`src/def_pkg.sv`:
```
/*
 * Package for the debug error flag logic: register field positions,
 * reset values, substitute data and timing counts.
 * Assumes a single core clock at 50 MHz.
 */
package def_pkg;
    localparam int unsigned DEF_CORE_HZ = 50000000;
    localparam int DEF_BIT_OVERRUN = 4;
    localparam int DEF_BIT_NO_RESPONSE = 3;
    localparam int DEF_BIT_READ_INVALID = 2;
    localparam logic [7:0] DEF_STATUS_RESET = 8'h00;
    localparam logic [7:0] DEF_SUBST_BYTE = 8'hee;
    localparam logic [9:0] DEF_FREE_CYCLE_TIMEOUT = 10'h200;
    localparam logic [2:0] DEF_BYTE_BITS = 3'h7;
endpackage

```
`src/def_error_flags.sv`:
```
/*
 * Error flags of the low debug status register: overrun, no-response
 * and read-invalid, with access suppression, substitute data and
 * long-acknowledge requests.
 * Assumes the command decoder and link engine run on ref_clk and
 * deliver one-cycle event pulses; the debug pin is raw and is
 * synchronised here.
 */
`timescale 1ns/1ns

// Contract
// - Set overrun when a new command starts before the current one completes.
// - With ack on, host pulling the pin low during pending ack sets overrun.
// - While overrun is set, suppress all internal accesses requested by commands.
// - Only a synchronization pulse clears overrun; host must send one to recover.
// - Register writes never change the overrun flag.
// - Ack on, immediate off: no free cycle in 512 core clocks sets no-response.
// - Ack off or immediate: unfinished access at read-out or next command sets no-response; code checks next command for writes only.
// - Memory or PC-sample access in stop with continue-select clear sets no-response.
// - On those no-response cases abort the access, unless external wait holds it.
// - Debug-mode entry during wait sets no-response, not aborted, completes after wait.
// - Each CPU register access in wait sets no-response again if cleared.
// - A command arriving while returning from wait sets no-response.
// - Single step issued as device enters wait sets no-response, regardless of mode; code sets it only with debug_enabled high.
// - With no-response set, every data byte of that access reads 0xEE.
// - Writing one clears no-response or read-invalid; writing zero leaves them.
// - ECC error on a debug read sets read-invalid; real data still returned.
// - Ack on: acked command setting flags [3:1] gets a long acknowledge.
// - After pin-low overrun, delay long ack until a byte arrives, then keep long.
module def_error_flags
    import def_pkg::*;
(
    input wire logic ref_clk,
    input wire logic rst,
    input wire logic debug_pin,
    input wire logic ack_enable,
    input wire logic steal_enable,
    input wire logic ack_pending,
    input wire logic sync_pulse,
    input wire logic cmd_start,
    input wire logic cmd_busy,
    input wire logic cmd_with_ack,
    input wire logic cmd_end,
    input wire logic byte_received,
    input wire logic access_req,
    input wire logic access_is_write,
    input wire logic access_is_memory,
    input wire logic sample_program_counter_cmd,
    input wire logic access_done,
    input wire logic free_cycle,
    input wire logic readout_start,
    input wire logic external_wait_request,
    input wire logic stop_mode,
    input wire logic stop_continue_select,
    input wire logic wait_mode,
    input wire logic wait_returning,
    input wire logic wait_entering,
    input wire logic enter_debug_cmd,
    input wire logic cpu_reg_cmd,
    input wire logic single_step_cmd,
    input wire logic debug_enabled,
    input wire logic illegal_access_set,
    input wire logic ecc_error,
    input wire logic [7:0] read_data_in,
    input wire logic status_write,
    input wire logic [7:0] status_write_data,
    output logic [7:0] debug_status_low_reg,
    output logic overrun_flag,
    output logic no_response_flag,
    output logic read_invalid_flag,
    output logic access_grant,
    output logic access_abort,
    output logic debug_entry_deferred,
    output logic [7:0] read_data_out,
    output logic long_ack
);
    typedef struct packed {
        logic pin_meta;
        logic pin_sync;
        logic pin_prev;
        logic overrun;
        logic no_response;
        logic read_invalid;
        logic acc_active;
        logic acc_write;
        logic write_pending;
        logic abort_pend;
        logic abort;
        logic entry_deferred;
        logic pin_overrun_hold;
        logic long_sticky;
        logic err_in_cmd;
        logic long_ack;
        logic [7:0] rdata;
    } def_flags_state_type;

    def_flags_state_type state;
    def_flags_state_type next_state;
    logic timeout_run;
    logic timeout_hit;

    // Timer only runs for acknowledged, non-immediate accesses waiting a free cycle
    assign timeout_run = state.acc_active && ack_enable && !steal_enable && !free_cycle;

    def_timeout u_timeout (
        .ref_clk(ref_clk),
        .rst(rst),
        .run(timeout_run),
        .expired(timeout_hit)
    );

    logic pin_fall;
    logic stop_block;
    logic late_access;
    logic abortable_fail;
    logic wait_fail;
    logic nr_set;
    logic ri_set;

    always_comb begin
        next_state = state;
        next_state.pin_meta = debug_pin;
        next_state.pin_sync = state.pin_meta;
        next_state.pin_prev = state.pin_sync;
        next_state.abort = 1'b0;
        next_state.long_ack = 1'b0;
        pin_fall = state.pin_prev && !state.pin_sync;

        stop_block = access_req && stop_mode && !stop_continue_select
            && (access_is_memory || sample_program_counter_cmd);
        late_access = (!ack_enable || steal_enable)
            && ((state.acc_active && readout_start)
            || (state.write_pending && cmd_start));
        abortable_fail = (timeout_hit && state.acc_active) || late_access || stop_block;
        wait_fail = (enter_debug_cmd && wait_mode)
            || (cpu_reg_cmd && wait_mode)
            || (cmd_start && wait_returning)
            || (single_step_cmd && debug_enabled && wait_entering);
        nr_set = abortable_fail || wait_fail;
        ri_set = access_done && state.acc_active && !state.acc_write && ecc_error;

        // Access tracking; no new access starts while an overrun stands
        if (access_req && !state.overrun && !stop_block) begin
            next_state.acc_active = 1'b1;
            next_state.acc_write = access_is_write;
            next_state.write_pending = access_is_write;
        end
        if (access_done) begin
            next_state.acc_active = 1'b0;
            next_state.write_pending = 1'b0;
            next_state.rdata = (state.no_response || nr_set) ? DEF_SUBST_BYTE : read_data_in;
        end else if (state.no_response) begin
            next_state.rdata = DEF_SUBST_BYTE;
        end

        // External wait holds the abort back until it is released
        if (abortable_fail && state.acc_active) begin
            next_state.abort_pend = 1'b1;
        end
        if ((next_state.abort_pend || state.abort_pend) && !external_wait_request) begin
            next_state.abort = 1'b1;
            next_state.abort_pend = 1'b0;
            next_state.acc_active = 1'b0;
            next_state.write_pending = 1'b0;
        end

        if (enter_debug_cmd && wait_mode) begin
            next_state.entry_deferred = 1'b1;
        end else if (!wait_mode) begin
            next_state.entry_deferred = 1'b0;
        end

        // Clear first so a same-cycle set wins
        if (status_write && status_write_data[DEF_BIT_NO_RESPONSE]) begin
            next_state.no_response = 1'b0;
        end
        if (status_write && status_write_data[DEF_BIT_READ_INVALID]) begin
            next_state.read_invalid = 1'b0;
        end
        // Overrun ignores status writes entirely
        if (sync_pulse) begin
            next_state.overrun = 1'b0;
            next_state.pin_overrun_hold = 1'b0;
            next_state.long_sticky = 1'b0;
        end
        if (cmd_start && cmd_busy) begin
            next_state.overrun = 1'b1;
        end
        if (ack_enable && ack_pending && pin_fall) begin
            next_state.overrun = 1'b1;
            next_state.pin_overrun_hold = 1'b1;
        end
        if (nr_set) begin
            next_state.no_response = 1'b1;
        end
        if (ri_set) begin
            next_state.read_invalid = 1'b1;
        end

        // Long ack held off until a full byte follows the offending edge
        if (state.pin_overrun_hold && byte_received) begin
            next_state.pin_overrun_hold = 1'b0;
            next_state.long_sticky = 1'b1;
        end
        // A no-response, read-invalid or illegal-access flag raised any time during the command makes its acknowledge long
        if (cmd_start) begin
            next_state.err_in_cmd = 1'b0;
        end
        if (nr_set || ri_set || illegal_access_set) begin
            next_state.err_in_cmd = 1'b1;
        end
        if (cmd_end) begin
            next_state.err_in_cmd = 1'b0;
        end
        if (cmd_end && cmd_with_ack && ack_enable && !state.pin_overrun_hold) begin
            next_state.long_ack = nr_set || ri_set || illegal_access_set || state.err_in_cmd
                || state.long_sticky;
        end
    end

    always_ff @(posedge ref_clk) begin
        if (rst) begin
            state <= '0;
            state.pin_meta <= 1'b1;
            state.pin_sync <= 1'b1;
            state.pin_prev <= 1'b1;
        end else begin
            state <= next_state;
        end
    end

    always_comb begin
        debug_status_low_reg = DEF_STATUS_RESET;
        debug_status_low_reg[DEF_BIT_OVERRUN] = state.overrun;
        debug_status_low_reg[DEF_BIT_NO_RESPONSE] = state.no_response;
        debug_status_low_reg[DEF_BIT_READ_INVALID] = state.read_invalid;
    end

    assign overrun_flag = state.overrun;
    assign no_response_flag = state.no_response;
    assign read_invalid_flag = state.read_invalid;
    assign access_grant = access_req && !state.overrun && !stop_block;
    assign access_abort = state.abort;
    assign debug_entry_deferred = state.entry_deferred;
    assign read_data_out = state.rdata;
    assign long_ack = state.long_ack;
endmodule

```
`src/def_timeout.sv`:
```
/*
 * Free-cycle wait counter for debug accesses.
 * Assumes run comes from logic on the same clock.
 */
`timescale 1ns/1ns
module def_timeout
    import def_pkg::*;
(
    input wire logic ref_clk,
    input wire logic rst,
    input wire logic run,
    output logic expired
);
    typedef struct packed {
        logic [9:0] count;
        logic expired;
    } def_timeout_state_type;

    def_timeout_state_type state;
    def_timeout_state_type next_state;

    always_comb begin
        next_state = state;
        next_state.expired = 1'b0;
        if (!run) begin
            next_state.count = 10'h000;
        end else if (state.count == DEF_FREE_CYCLE_TIMEOUT - 10'h001) begin
            next_state.expired = 1'b1;
            next_state.count = 10'h000;
        end else begin
            next_state.count = state.count + 10'h001;
        end
    end

    always_ff @(posedge ref_clk) begin
        if (rst) begin
            state <= '0;
        end else begin
            state <= next_state;
        end
    end

    assign expired = state.expired;
endmodule

```
`config.mk`:
```
export PLATFORM = sky130hd
export DESIGN_NAME = def_error_flags
export DESIGN_NICKNAME = d
export VERILOG_FILES = /design/src/def_pkg.sv /design/src/def_error_flags.sv /design/src/def_timeout.sv
export SDC_FILE = /design/constraint.sdc
export NUM_CORES = 1
export LEC_CHECK = 0
export BUFFER_PORTS_ARGS = -buffer_cell sky130_fd_sc_hd__buf_2
export CAP_MARGIN = 20
export CORE_MARGIN = 2
export CORE_UTILIZATION = 42
export DETAILED_ROUTE_END_ITERATION = 16
export PLACE_DENSITY = 0.75
export RECOVER_POWER = 50
export SYNTH_ARGS = -nofsm -noshare
export SYNTH_HDL_FRONTEND = slang
export SYNTH_SLANG_ARGS = --single-unit
```
`constraint.sdc`:
```
create_clock -name ref_clk -period 1.5 [get_ports ref_clk]
set_clock_uncertainty 0.05 [all_clocks]
set_input_delay 0.075 -clock ref_clk [delete_from_list [all_inputs] [get_ports ref_clk]]
set_output_delay 0.075 -clock ref_clk [all_outputs]
set_load 0.1 [all_outputs]
```
== Yosys cells after proc, flatten, opt, wreduce, memory -nomap -nowiden ==
Index checks and enable logic that the tools add are counted.
Storage, ports and cells
  register bits: 35
  bits in read-only memories: 0
  bits in writable memories: 0
  output and inout bits: 23
  bits in latches: 0
  memories: 0
Operators by class
  bitwise operators: 2
  $lt $le $gt $ge: 0
  mux-type cells: 20
  multipliers: 0
  reduce and logical (&&, ||, !) cells: 71
  shift-type cells: 0
  div/mod/pow operators: 0
  add/subtract/negate cells: 1
  eq/ne operators: 2
Operator list (count)
  $logic_and 1x1->1: 32
  $mux 8: 3
  $mux 1: 16
  $logic_or 1x1->1: 15
  $reduce_bool 2->1: 6
  $add 10x1->10 const B: 1
  $eq 10x9->1 const B: 1
  $logic_not 1->1: 10
  $reduce_or 2->1: 5
  $reduce_or 3->1: 2
  $reduce_bool 3->1: 1
  $mux 2: 1
  $ne 2x1->1 const B: 1
  $not 1->1: 2

== Longest topological paths before layout ==
Gate-level depths: netlist (run 1).
  depth in word-level cells: 10
  gate-level depth with buffers: 6

== Hierarchy ==
From an unflattened synthesis (run 1), not the netlist that was laid out.
Second synthesis, totals
  cells, all modules: 175
  area total of the unflattened synthesis: 1575.3 µm²
By module, submodules not included
  def_error_flags: seq. area each 480.5 µm², times used 1, area each 1119.8 µm², cells each 125
  def_timeout: seq. area each 220.2 µm², times used 1, area each 455.4 µm², cells each 50

== Worst setup path after synthesis (run 1) ==
No wires, ideal clock.
  kind: reg2reg
  from: reg state (netlist bit overrun_flag)
  to: reg state[15] in the netlist's numbering
  cell stages (with the launch flop): 5
  setup time: 0.120 ns
  data arrival time: 2.917 ns
  buffers on the path: 0
  slack: -1.587 ns
  cell sequence: dfxtp_1 -> nand2b_1 -> a21oi_1 -> mux2i_1 -> nor2_1
On the way
  cells in the longest elaborated chain, start to end: 3
RTL lines
  start, declared: line def_error_flags.sv:97  | def_flags_state_type state;
  start signal, assigned: line def_error_flags.sv:228  | state <= next_state;
  $logic_not 1->1
  $logic_and 1x1->1 (2 in series)
  net access_grant: line def_error_flags.sv:71  | output logic access_grant,
The timed path passes the listed nets, and every way through them passes these cells.
A chain may end at the register's enable or synchronous reset.

== Worst setup path in the final report (run 1) ==
  from: reg u_timeout.state[1] in the netlist's numbering
  to: reg u_timeout.state[7] in the netlist's numbering
On the way
  cells in the longest elaborated chain, start to end: 2
RTL lines
  start, declared: line def_timeout.sv:19  | def_timeout_state_type state;
  start signal, assigned: line def_timeout.sv:39  | state <= next_state;
  branches (longest 2 deep; another with $add 10x1->10)
Parallel ways; which one is timed is not known.

==> results.cfg, run 1 <==
[route]
vias_per_cell = 4.72
vias = 1454
avgRoutedWirePerCell_um = 10.8
drcViolationCount = 0
drt_iter0_markers = 63
wirelength_mm = 3.33
firstDrtPassIters = 4
ant_nets = 0

[clock_tree]
clock_latency_ns = 0.28
cts.htree.levels = 2
clock-sinks = 35
cts_buffers = 5
cts_tree = done
cts_setup_buffers = 0
cts_buffer_depth = 2
cts_root_buf = clkbuf_8
path_clk_slew_ns = 0.07

[synthesis]
syn_area_sq_mm = 0.00158
syn_area_per_cell_sq_um = 8.76
synth_top_family_by_area = simple AND/OR/NAND/NOR gates
synth_compound_area_frac = 0.135
ys.flop_type = dfxtp_1
synth_enable_flop_cells = 0
synth_xor_area_frac = 0.0389
ys_warn_count = 0
synth-simple-area-share = 0.262
synth_cells = 180
synth_mux_area_frac = 0.00635
ys_seq_elements = 35
ys_seq_area_frac = 0.444
async_reset_ff_frac = 0
synth-adder-area-share = 0.00794
ys_types = 43

[worst_setup_path]
arrival_ns = 1.63
worstSetupPathType = reg -> reg
endpoint = u_timeout.state[7]$_SDFF_PP0_
regToRegSetupSlack_ns = 0.04
worstSetupStartpointType = flop
critPathMaxFanout = 4
r2r-start = u_timeout.state[1]$_SDFF_PP0_
reg2reg_depth = 5
cp-end-kind = flop
worstPathRequired_ns = 1.67
crit_start = u_timeout.state[1]$_SDFF_PP0_
rr_endpoint = u_timeout.state[7]$_SDFF_PP0_

[pwr]
power.density_mw_per_mm2 = 1080
p_int_uw = 1660
switchingPower_uw = 740
leakage_uw = 0.000959
clockPowerShare = 0.358
ir_drop_v = 0.000680
switching_share = 0.308
power_frac_comb = 0.232
p_seq_frac = 0.410

[global_routing]
grt_overflow = 0
antenna_found_initial = 0
grt_pass1_vias = 1378
grt_max_degree = 14
grt_pass1_wl_mm = 5.60
grt_usage = 0.170

[place]
globalplace.congestion = 0.746
place_inst = 286
pre_cts_slack_ns = -0.0591
place_area_sq_mm = 0.00196
port_buffers = 59
hpwl_mm = 2.43

[floorplanning]
row_count = 22
die_x_um = 65.3
dieArea_sq_mm = 0.00426
die_y_um = 65.3
fp.coreArea_sq_mm = 0.00363
ioPinCount = 71
initial_core_util = 0.434

[sta]
relSlewSlack = 0.640
worstMarginPinSlew_ns = 0.542
fin_crit_ns = 1.46
slew_violations = 0
max_freq_mhz = 685
setup_viol = 0
finalCritPeriodShare = 0.973
final_hold_viol_count = 0
worst_slack_ns = 0.0410
hold_ws_ns = 0.0123
rsz0062_at_grt = yes

[cells_and_area]
multi_input_area_sq_um = 767
drive_above_1_share = 0.388
most-common-layout-cells = 45 x buf_2, 35 x nor2_1, 33 x dfxtp_1, 16 x buf_4, 14 x dlygate4sd3_1
final_cells = 308
fillCellCount = 323
final_common_cell = buf_2
nets = 308
seq_area_sq_um = 706
final_util = 0.615
diodes = 0
stdcell_area_sq_mm = 0.00223
syn_to_final_growth_pct = 41.7

[run]
drv_cap = 0

[worst_hold_path]
min-delay-start = read_data_in[0]
holdCritPathClass = in -> reg

[run_status]
status = completed
worst min-delay path by stage:
stage                                   endpoint  slack [ns]  cells after the start
2_1_floorplan              state[9]$_SDFFE_PP0P_        0.10                      1
3_3_place_gp               state[9]$_SDFFE_PP0P_        0.22                      2
3_5_place_dp               state[9]$_SDFFE_PP0P_        0.22                      2
4_1_cts        debug_entry_deferred$_SDFFE_PP0P_       0.005                      2
5_1_grt           read_invalid_flag$_SDFFE_PP0P_        0.03                      4
6_report           read_data_out[0]$_SDFFE_PP0P_        0.01                      3
Yosys cell counts, drive strengths merged (3+ instances only):
cell type  count  area [sq um]
nand3          5          30.0
a21oi          7          35.0
xnor2          5          43.8
nand4b         3          26.3
inv            4          15.0
or2            5          31.3
clkbuf         4          16.3
a32oi          3          33.8
dfxtp         35           701
nand2         12          45.0
nor2b          4          25.0
buf           17           131
nand2b         5          31.3
o21a           7          52.6
nor2          35           131
state kept, by name, summed over array words and instances (netlist names):
name,flops
overrun_flag,1
u_timeout.expired,1
debug_entry_deferred,1
long_ack,1
no_response_flag,1
read_invalid_flag,1
u_timeout.state,10
read_data_out,8
access_abort,1
state,8
next_state,2
stage by stage:
stage                     total power (uW)  setup TNS [ns]
after global routing                  2510          -0.107
after CTS                             2420               0
after global placement                1530         -0.0379
after detailed placement              1530          -0.399
after floorplan                       1440          -0.344
final                                 2400               0
logic make-up after synthesis:
kind of cell | count (synthesis)
and+or+nand+nor | 81
DFF | 35
AOI/OAI and AO/OA | 29
buffers and inverters | 25
xor gates and xnor gates | 7
adders and majority gates | 1
other | 1
muxes | 1
routing by layer:
metal  track usage  part of all wire
met4        0.0547             0.014
met5             0                 0
met1         0.185              0.44
met3        0.0599             0.076
met2         0.307              0.47
repair_timing:
item | CTS | global route
gates resized for setup | 1 | 4
hold buffers | 13 | 1
endpoints found under the setup margin | 8 | 16
endpoints found under the hold margin | 13 | 1
critical path, cell delays in order (launching register included):
cell and delay (ns):
dfxtp_1 0.34, ha_2 0.19, nand3_2 0.08, buf_4 0.16
or3_2 0.45, a21oi_2 0.13
power by group through the flow:
stage                     clock network (uW)  logic, uW  registers [uW]
final                                    860        558             986
after global routing                     923        593             991
after detailed placement                   0        528            1010
after floorplan                            0        386            1060
after global placement                     0        524            1010
after CTS                                879        554             985
cell type report:
class | count | share of cell area
clock buffers | 6 | 0.0370
clock inverters | 2 | 0.0157
inverters | 4 | 0.00672
multi-input cells | 124 | 0.343
flip-flops and latches | 35 | 0.316
well taps | 48 | 0.0269
repair buffers | 89 | 0.255
Power figures use the tool's default switching activity.
==> inputs of run 2 (changes only) <==
Settings changed: CORE_ASPECT_RATIO from default to 0.7.
==> run 2 against run 1 <==
Sequential cell count unchanged; clock power down 14%; sequential share of layout area up 0.54 points; non-clock buffer count down 2; critical path depth unchanged; die area up 0.19%; first-iteration DRC count up 70%; sequential power about the same; critical path type unchanged; highest routed layer unchanged.
==> results.cfg, run 2 (same netlist as run 1, synthesis figures left out) <==
[run_status]
status = completed

[floorplanning]
ioPinCount = 71
dieArea_sq_mm = 0.00427
initial_core_util = 0.443
die_x_um = 77.2
die_y_um = 55.3
fp.coreArea_sq_mm = 0.00356
row_count = 18

[global_routing]
grt_pass1_vias = 1367
grt_overflow = 0
grt_usage = 0.176
grt_pass1_wl_mm = 5.97
antenna_found_initial = 0
grt_max_degree = 16

[place]
pre_cts_slack_ns = -0.0323
hpwl_mm = 2.67
place_area_sq_mm = 0.00196
globalplace.congestion = 0.787
place_inst = 287
port_buffers = 59

[worst_setup_path]
cp-end-kind = flop
worstSetupStartpointType = flop
critPathMaxFanout = 4
worstPathRequired_ns = 1.67
worstSetupPathType = reg -> reg
arrival_ns = 1.62

[pwr]
power.density_mw_per_mm2 = 1030
ir_drop_v = 0.000582
leakage_uw = 0.000936

[sta]
relSlewSlack = 0.639
final_hold_viol_count = 0
worst_slack_ns = 0.0528
max_freq_mhz = 691
finalCritPeriodShare = 0.965
fin_crit_ns = 1.45
rsz0062_at_grt = no
setup_viol = 0
setup_tns_ns = 0
slew_violations = 0
worstMarginPinSlew_ns = 0.543

[cells_and_area]
largest_register_ffs = 10
diodes = 0
final_common_cell = buf_2
syn_to_final_growth_pct = 39.8
final_cells = 308
stdcell_area_sq_mm = 0.00220
most-common-layout-cells = 41 x buf_2, 35 x nor2_1, 31 x dfxtp_1, 15 x clkbuf_2, 14 x buf_4
final_util = 0.620
top_register = u_timeout.state
nets = 306
drive_above_1_share = 0.388

[clock_tree]
path_clk_slew_ns = 0.07
cts_buffers = 5
clock_latency_ns = 0.28
cts_tree = done
cts_buffer_depth = 2
clock-sinks = 35
cts.htree.levels = 2
cts_root_buf = clkbuf_8

[route]
drcViolationCount = 0
vias = 1437
firstDrtPassIters = 4
drt_iter0_markers = 107
wirelength_mm = 3.63
vias_per_cell = 4.67
avgRoutedWirePerCell_um = 11.8
ant_nets = 0

[run]
drv_cap = 0

[worst_hold_path]
holdCritPathClass = in -> reg
run 2: worst paths after layout:
check                                                   start  depth (start not counted)                             to  slack (ns)
worst min-delay path                     status_write_data[3]                          4  no_response_flag$_SDFFE_PP0P_        0.01
worst max register to register  u_timeout.state[1]$_SDFF_PP0_                          5  u_timeout.state[7]$_SDFF_PP0_        0.05
worst max-delay path            u_timeout.state[1]$_SDFF_PP0_                          5  u_timeout.state[7]$_SDFF_PP0_        0.05
worst min register to register      next_state[22]$_SDFF_PP1_                          1      next_state[21]$_SDFF_PP1_        0.37
run 2: layout make-up:
type,instances,area (sq um)
Clock buffer,8,100
Fill cell,330,1350
Inverter,4,15.0
Multi-Input combinational cell,124,772
Sequential cell,35,708
Tap cell,50,62.6
Timing Repair Buffer,87,547
run 2: critical path, stage by stage, from the launching register on:
cell and delay, ns:
dfxtp_2 0.33, ha_2 0.18, nand3_2 0.08, buf_4 0.16
or3_2 0.45, a21oi_1 0.14
run 2: through the flow:
step / total power [uW] / hold WS (ns)
2_1_floorplan: 1440 / 0.103
3_3_place_gp: 1530 / 0.211
3_5_place_dp: 1540 / 0.216
4_1_cts: 2300 / 0.000530
5_1_grt: 2380 / 0.0211
6_report: 2280 / 0.0119
run 2: what timing repair did:
action / in CTS / in global routing
setup buffers: 0 / 0
gates resized for setup: 1 / 7
hold endpoints to repair: 12 / 1
hold buffers: 12 / 1
setup endpoints to repair: 8 / 16
pin swaps: 0 / 1
run 2: per-layer routing:
layer	part of all wire	up-vias	GRT usage
met5	0	-	0
met2	0.44	45	0.284
li1	-	745	-
met1	0.48	639	0.224
met4	0.016	0	0.0612
met3	0.066	8	0.0539
run 2: report_power, final:
group	internal, uW	switching [uW]
Clock	419	318
Combinational	157	399
Sequential	966	19.5
==> inputs of run 3 (changes only) <==
Settings changed: PLACE_DENSITY 0.75 to 0.84.
==> run 3 against run 2 <==
Via count grew 3.4%; combinational power grew 1%; sequential cell count is the same; register-to-register slack is essentially flat; largest power group unchanged; die area is the same; critical path depth is the same; total power grew 5.4%; final cell count grew 1.3%; worst setup slack gained 0.011 ns; wire length grew 3.0%.
==> results.cfg, run 3 (same netlist as run 1, synthesis figures left out) <==
[route]
drcViolationCount = 0
wirelength_mm = 3.73
vias_per_cell = 4.76
drt_iter0_markers = 86
vias = 1486
firstDrtPassIters = 6
ant_nets = 0
avgRoutedWirePerCell_um = 12.0

[clock_tree]
cts.htree.levels = 2
clock-sinks = 35
clock_latency_ns = 0.30
cts_buffer_depth = 2
cts_setup_buffers = 0
cts_root_buf = clkbuf_8
cts_buffers = 5
path_clk_slew_ns = 0.07
cts_tree = done

[floorplanning]
die_y_um = 55.3
fp.coreArea_sq_mm = 0.00356
initial_core_util = 0.443
ioPinCount = 71
row_count = 18
die_x_um = 77.2
dieArea_sq_mm = 0.00427

[cells_and_area]
final_cells = 312
syn_to_final_growth_pct = 41.9
most-common-layout-cells = 41 x buf_2, 35 x nor2_1, 32 x dfxtp_1, 17 x clkbuf_2, 16 x dlygate4sd3_1
diodes = 0
fillCellCount = 309
final_common_cell = buf_2
drive_above_1_share = 0.385
nets = 310
top_register = u_timeout.state
largest_register_ffs = 10

[sta]
setup_tns_ns = 0
max_freq_mhz = 696
final_hold_viol_count = 0
worstMarginPinSlew_ns = 0.547
fin_crit_ns = 1.44
finalCritPeriodShare = 0.957
hold_ws_ns = 0.0103
relSlewSlack = 0.637
rsz0062_at_grt = no
setup_viol = 0
slew_violations = 0

[global_routing]
grt_pass1_vias = 1434
grt_max_degree = 16
grt_usage = 0.186
antenna_found_initial = 0
grt_pass1_wl_mm = 6.21
grt_overflow = 0

[pwr]
ir_drop_v = 0.000590
leakage_uw = 0.000963
power.density_mw_per_mm2 = 1070
power.total_uw = 2400

[worst_setup_path]
r2r-start = u_timeout.state[2]$_SDFF_PP0_
critPathMaxFanout = 4
regToRegSetupSlack_ns = 0.06
worstPathRequired_ns = 1.68
cp-end-kind = flop
worstSetupStartpointType = flop
arrival_ns = 1.62
worstSetupPathType = reg -> reg
rr_endpoint = u_timeout.state[7]$_SDFF_PP0_
reg2reg_depth = 5

[worst_hold_path]
min-delay-start = enter_debug_cmd
holdCritPathClass = in -> reg
whs_path_depth = 3
hold_path_end = debug_entry_deferred$_SDFFE_PP0P_

[place]
hpwl_mm = 2.77
port_buffers = 59
globalplace.congestion = 0.812
place_inst = 288

[run]
drv_cap = 0

[run_status]
status = completed
## run 3: changes by cell type in the layout (fill, tap and decap cells not counted), moves of 2 or more
| cell | change |
|---|---|
| dlygate4sd3_1 | +3 |
| clkbuf_8 | -2 |
| clkbuf_1 | -3 |
| clkbuf_2 | +2 |
## run 3: critical path: stages, from the launching register on
cell     delay, ns
dfxtp_2       0.33
ha_2          0.18
nand3_2       0.08
buf_4         0.15
or3_2         0.44
a21oi_1       0.14
## run 3: how the worst max path moves through the flow
stage,startpoint,to,slack [ns],cells past startpoint
floorplan,overrun_flag$_SDFFE_PP0P_,state[16]$_SDFFE_PP0P_,-0.17,4
global placement,u_timeout.state[2]$_SDFF_PP0_,u_timeout.state[3]$_SDFF_PP0_,-0.01,5
detailed placement,u_timeout.state[1]$_SDFF_PP0_,u_timeout.state[1]$_SDFF_PP0_,-0.08,5
CTS,u_timeout.state[1]$_SDFF_PP0_,u_timeout.state[1]$_SDFF_PP0_,0.003,5
global route,u_timeout.state[2]$_SDFF_PP0_,u_timeout.state[7]$_SDFF_PP0_,0.003,5
finish,u_timeout.state[2]$_SDFF_PP0_,u_timeout.state[7]$_SDFF_PP0_,0.06,5
## run 3: what timing repair did
item                                   4_1_cts  5_1_grt
gates resized for setup                      1        5
hold buffers                                16        0
setup endpoints to repair                    8       15
endpoints found under the hold margin       17        0
## run 3: stage by stage
stage          setup WS, ns  area, sq um  utilization
2_1_floorplan        -0.174         1620            -
4_1_cts             0.00281         2240        0.629
3_5_place_dp        -0.0838         1960        0.552
3_3_place_gp        -0.0144         1960        0.552
5_1_grt             0.00319         2240        0.629
6_report             0.0639         2240        0.629
## run 3: final cells by class
cell class                 instances  area, sq um  share of cell area
multi-input combinational        124          756               0.338
sequential                        35          704               0.315
timing repair buffer              91          587               0.262
clock buffer                       5         68.8              0.0308
tap                               50         62.6              0.0280
clock inverter                     3         43.8              0.0196
inverter                           4         15.0             0.00671
## run 3: per-layer routing
layer | part of all wire | up-vias | global-route usage
li1 | - | 754 | -
met1 | 0.47 | 679 | 0.219
met2 | 0.45 | 44 | 0.301
met3 | 0.054 | 9 | 0.0539
met4 | 0.026 | 0 | 0.112
met5 | 0 | - | 0
## run 3: report_power, final
part           total (uW)  internal (uW)  switching (uW)  leakage (uW)
Combinational         563            162             402      0.000618
Sequential            985            966            19.8      0.000288
Clock                 852            494             357     0.0000581
Total                2400           1620             779      0.000963
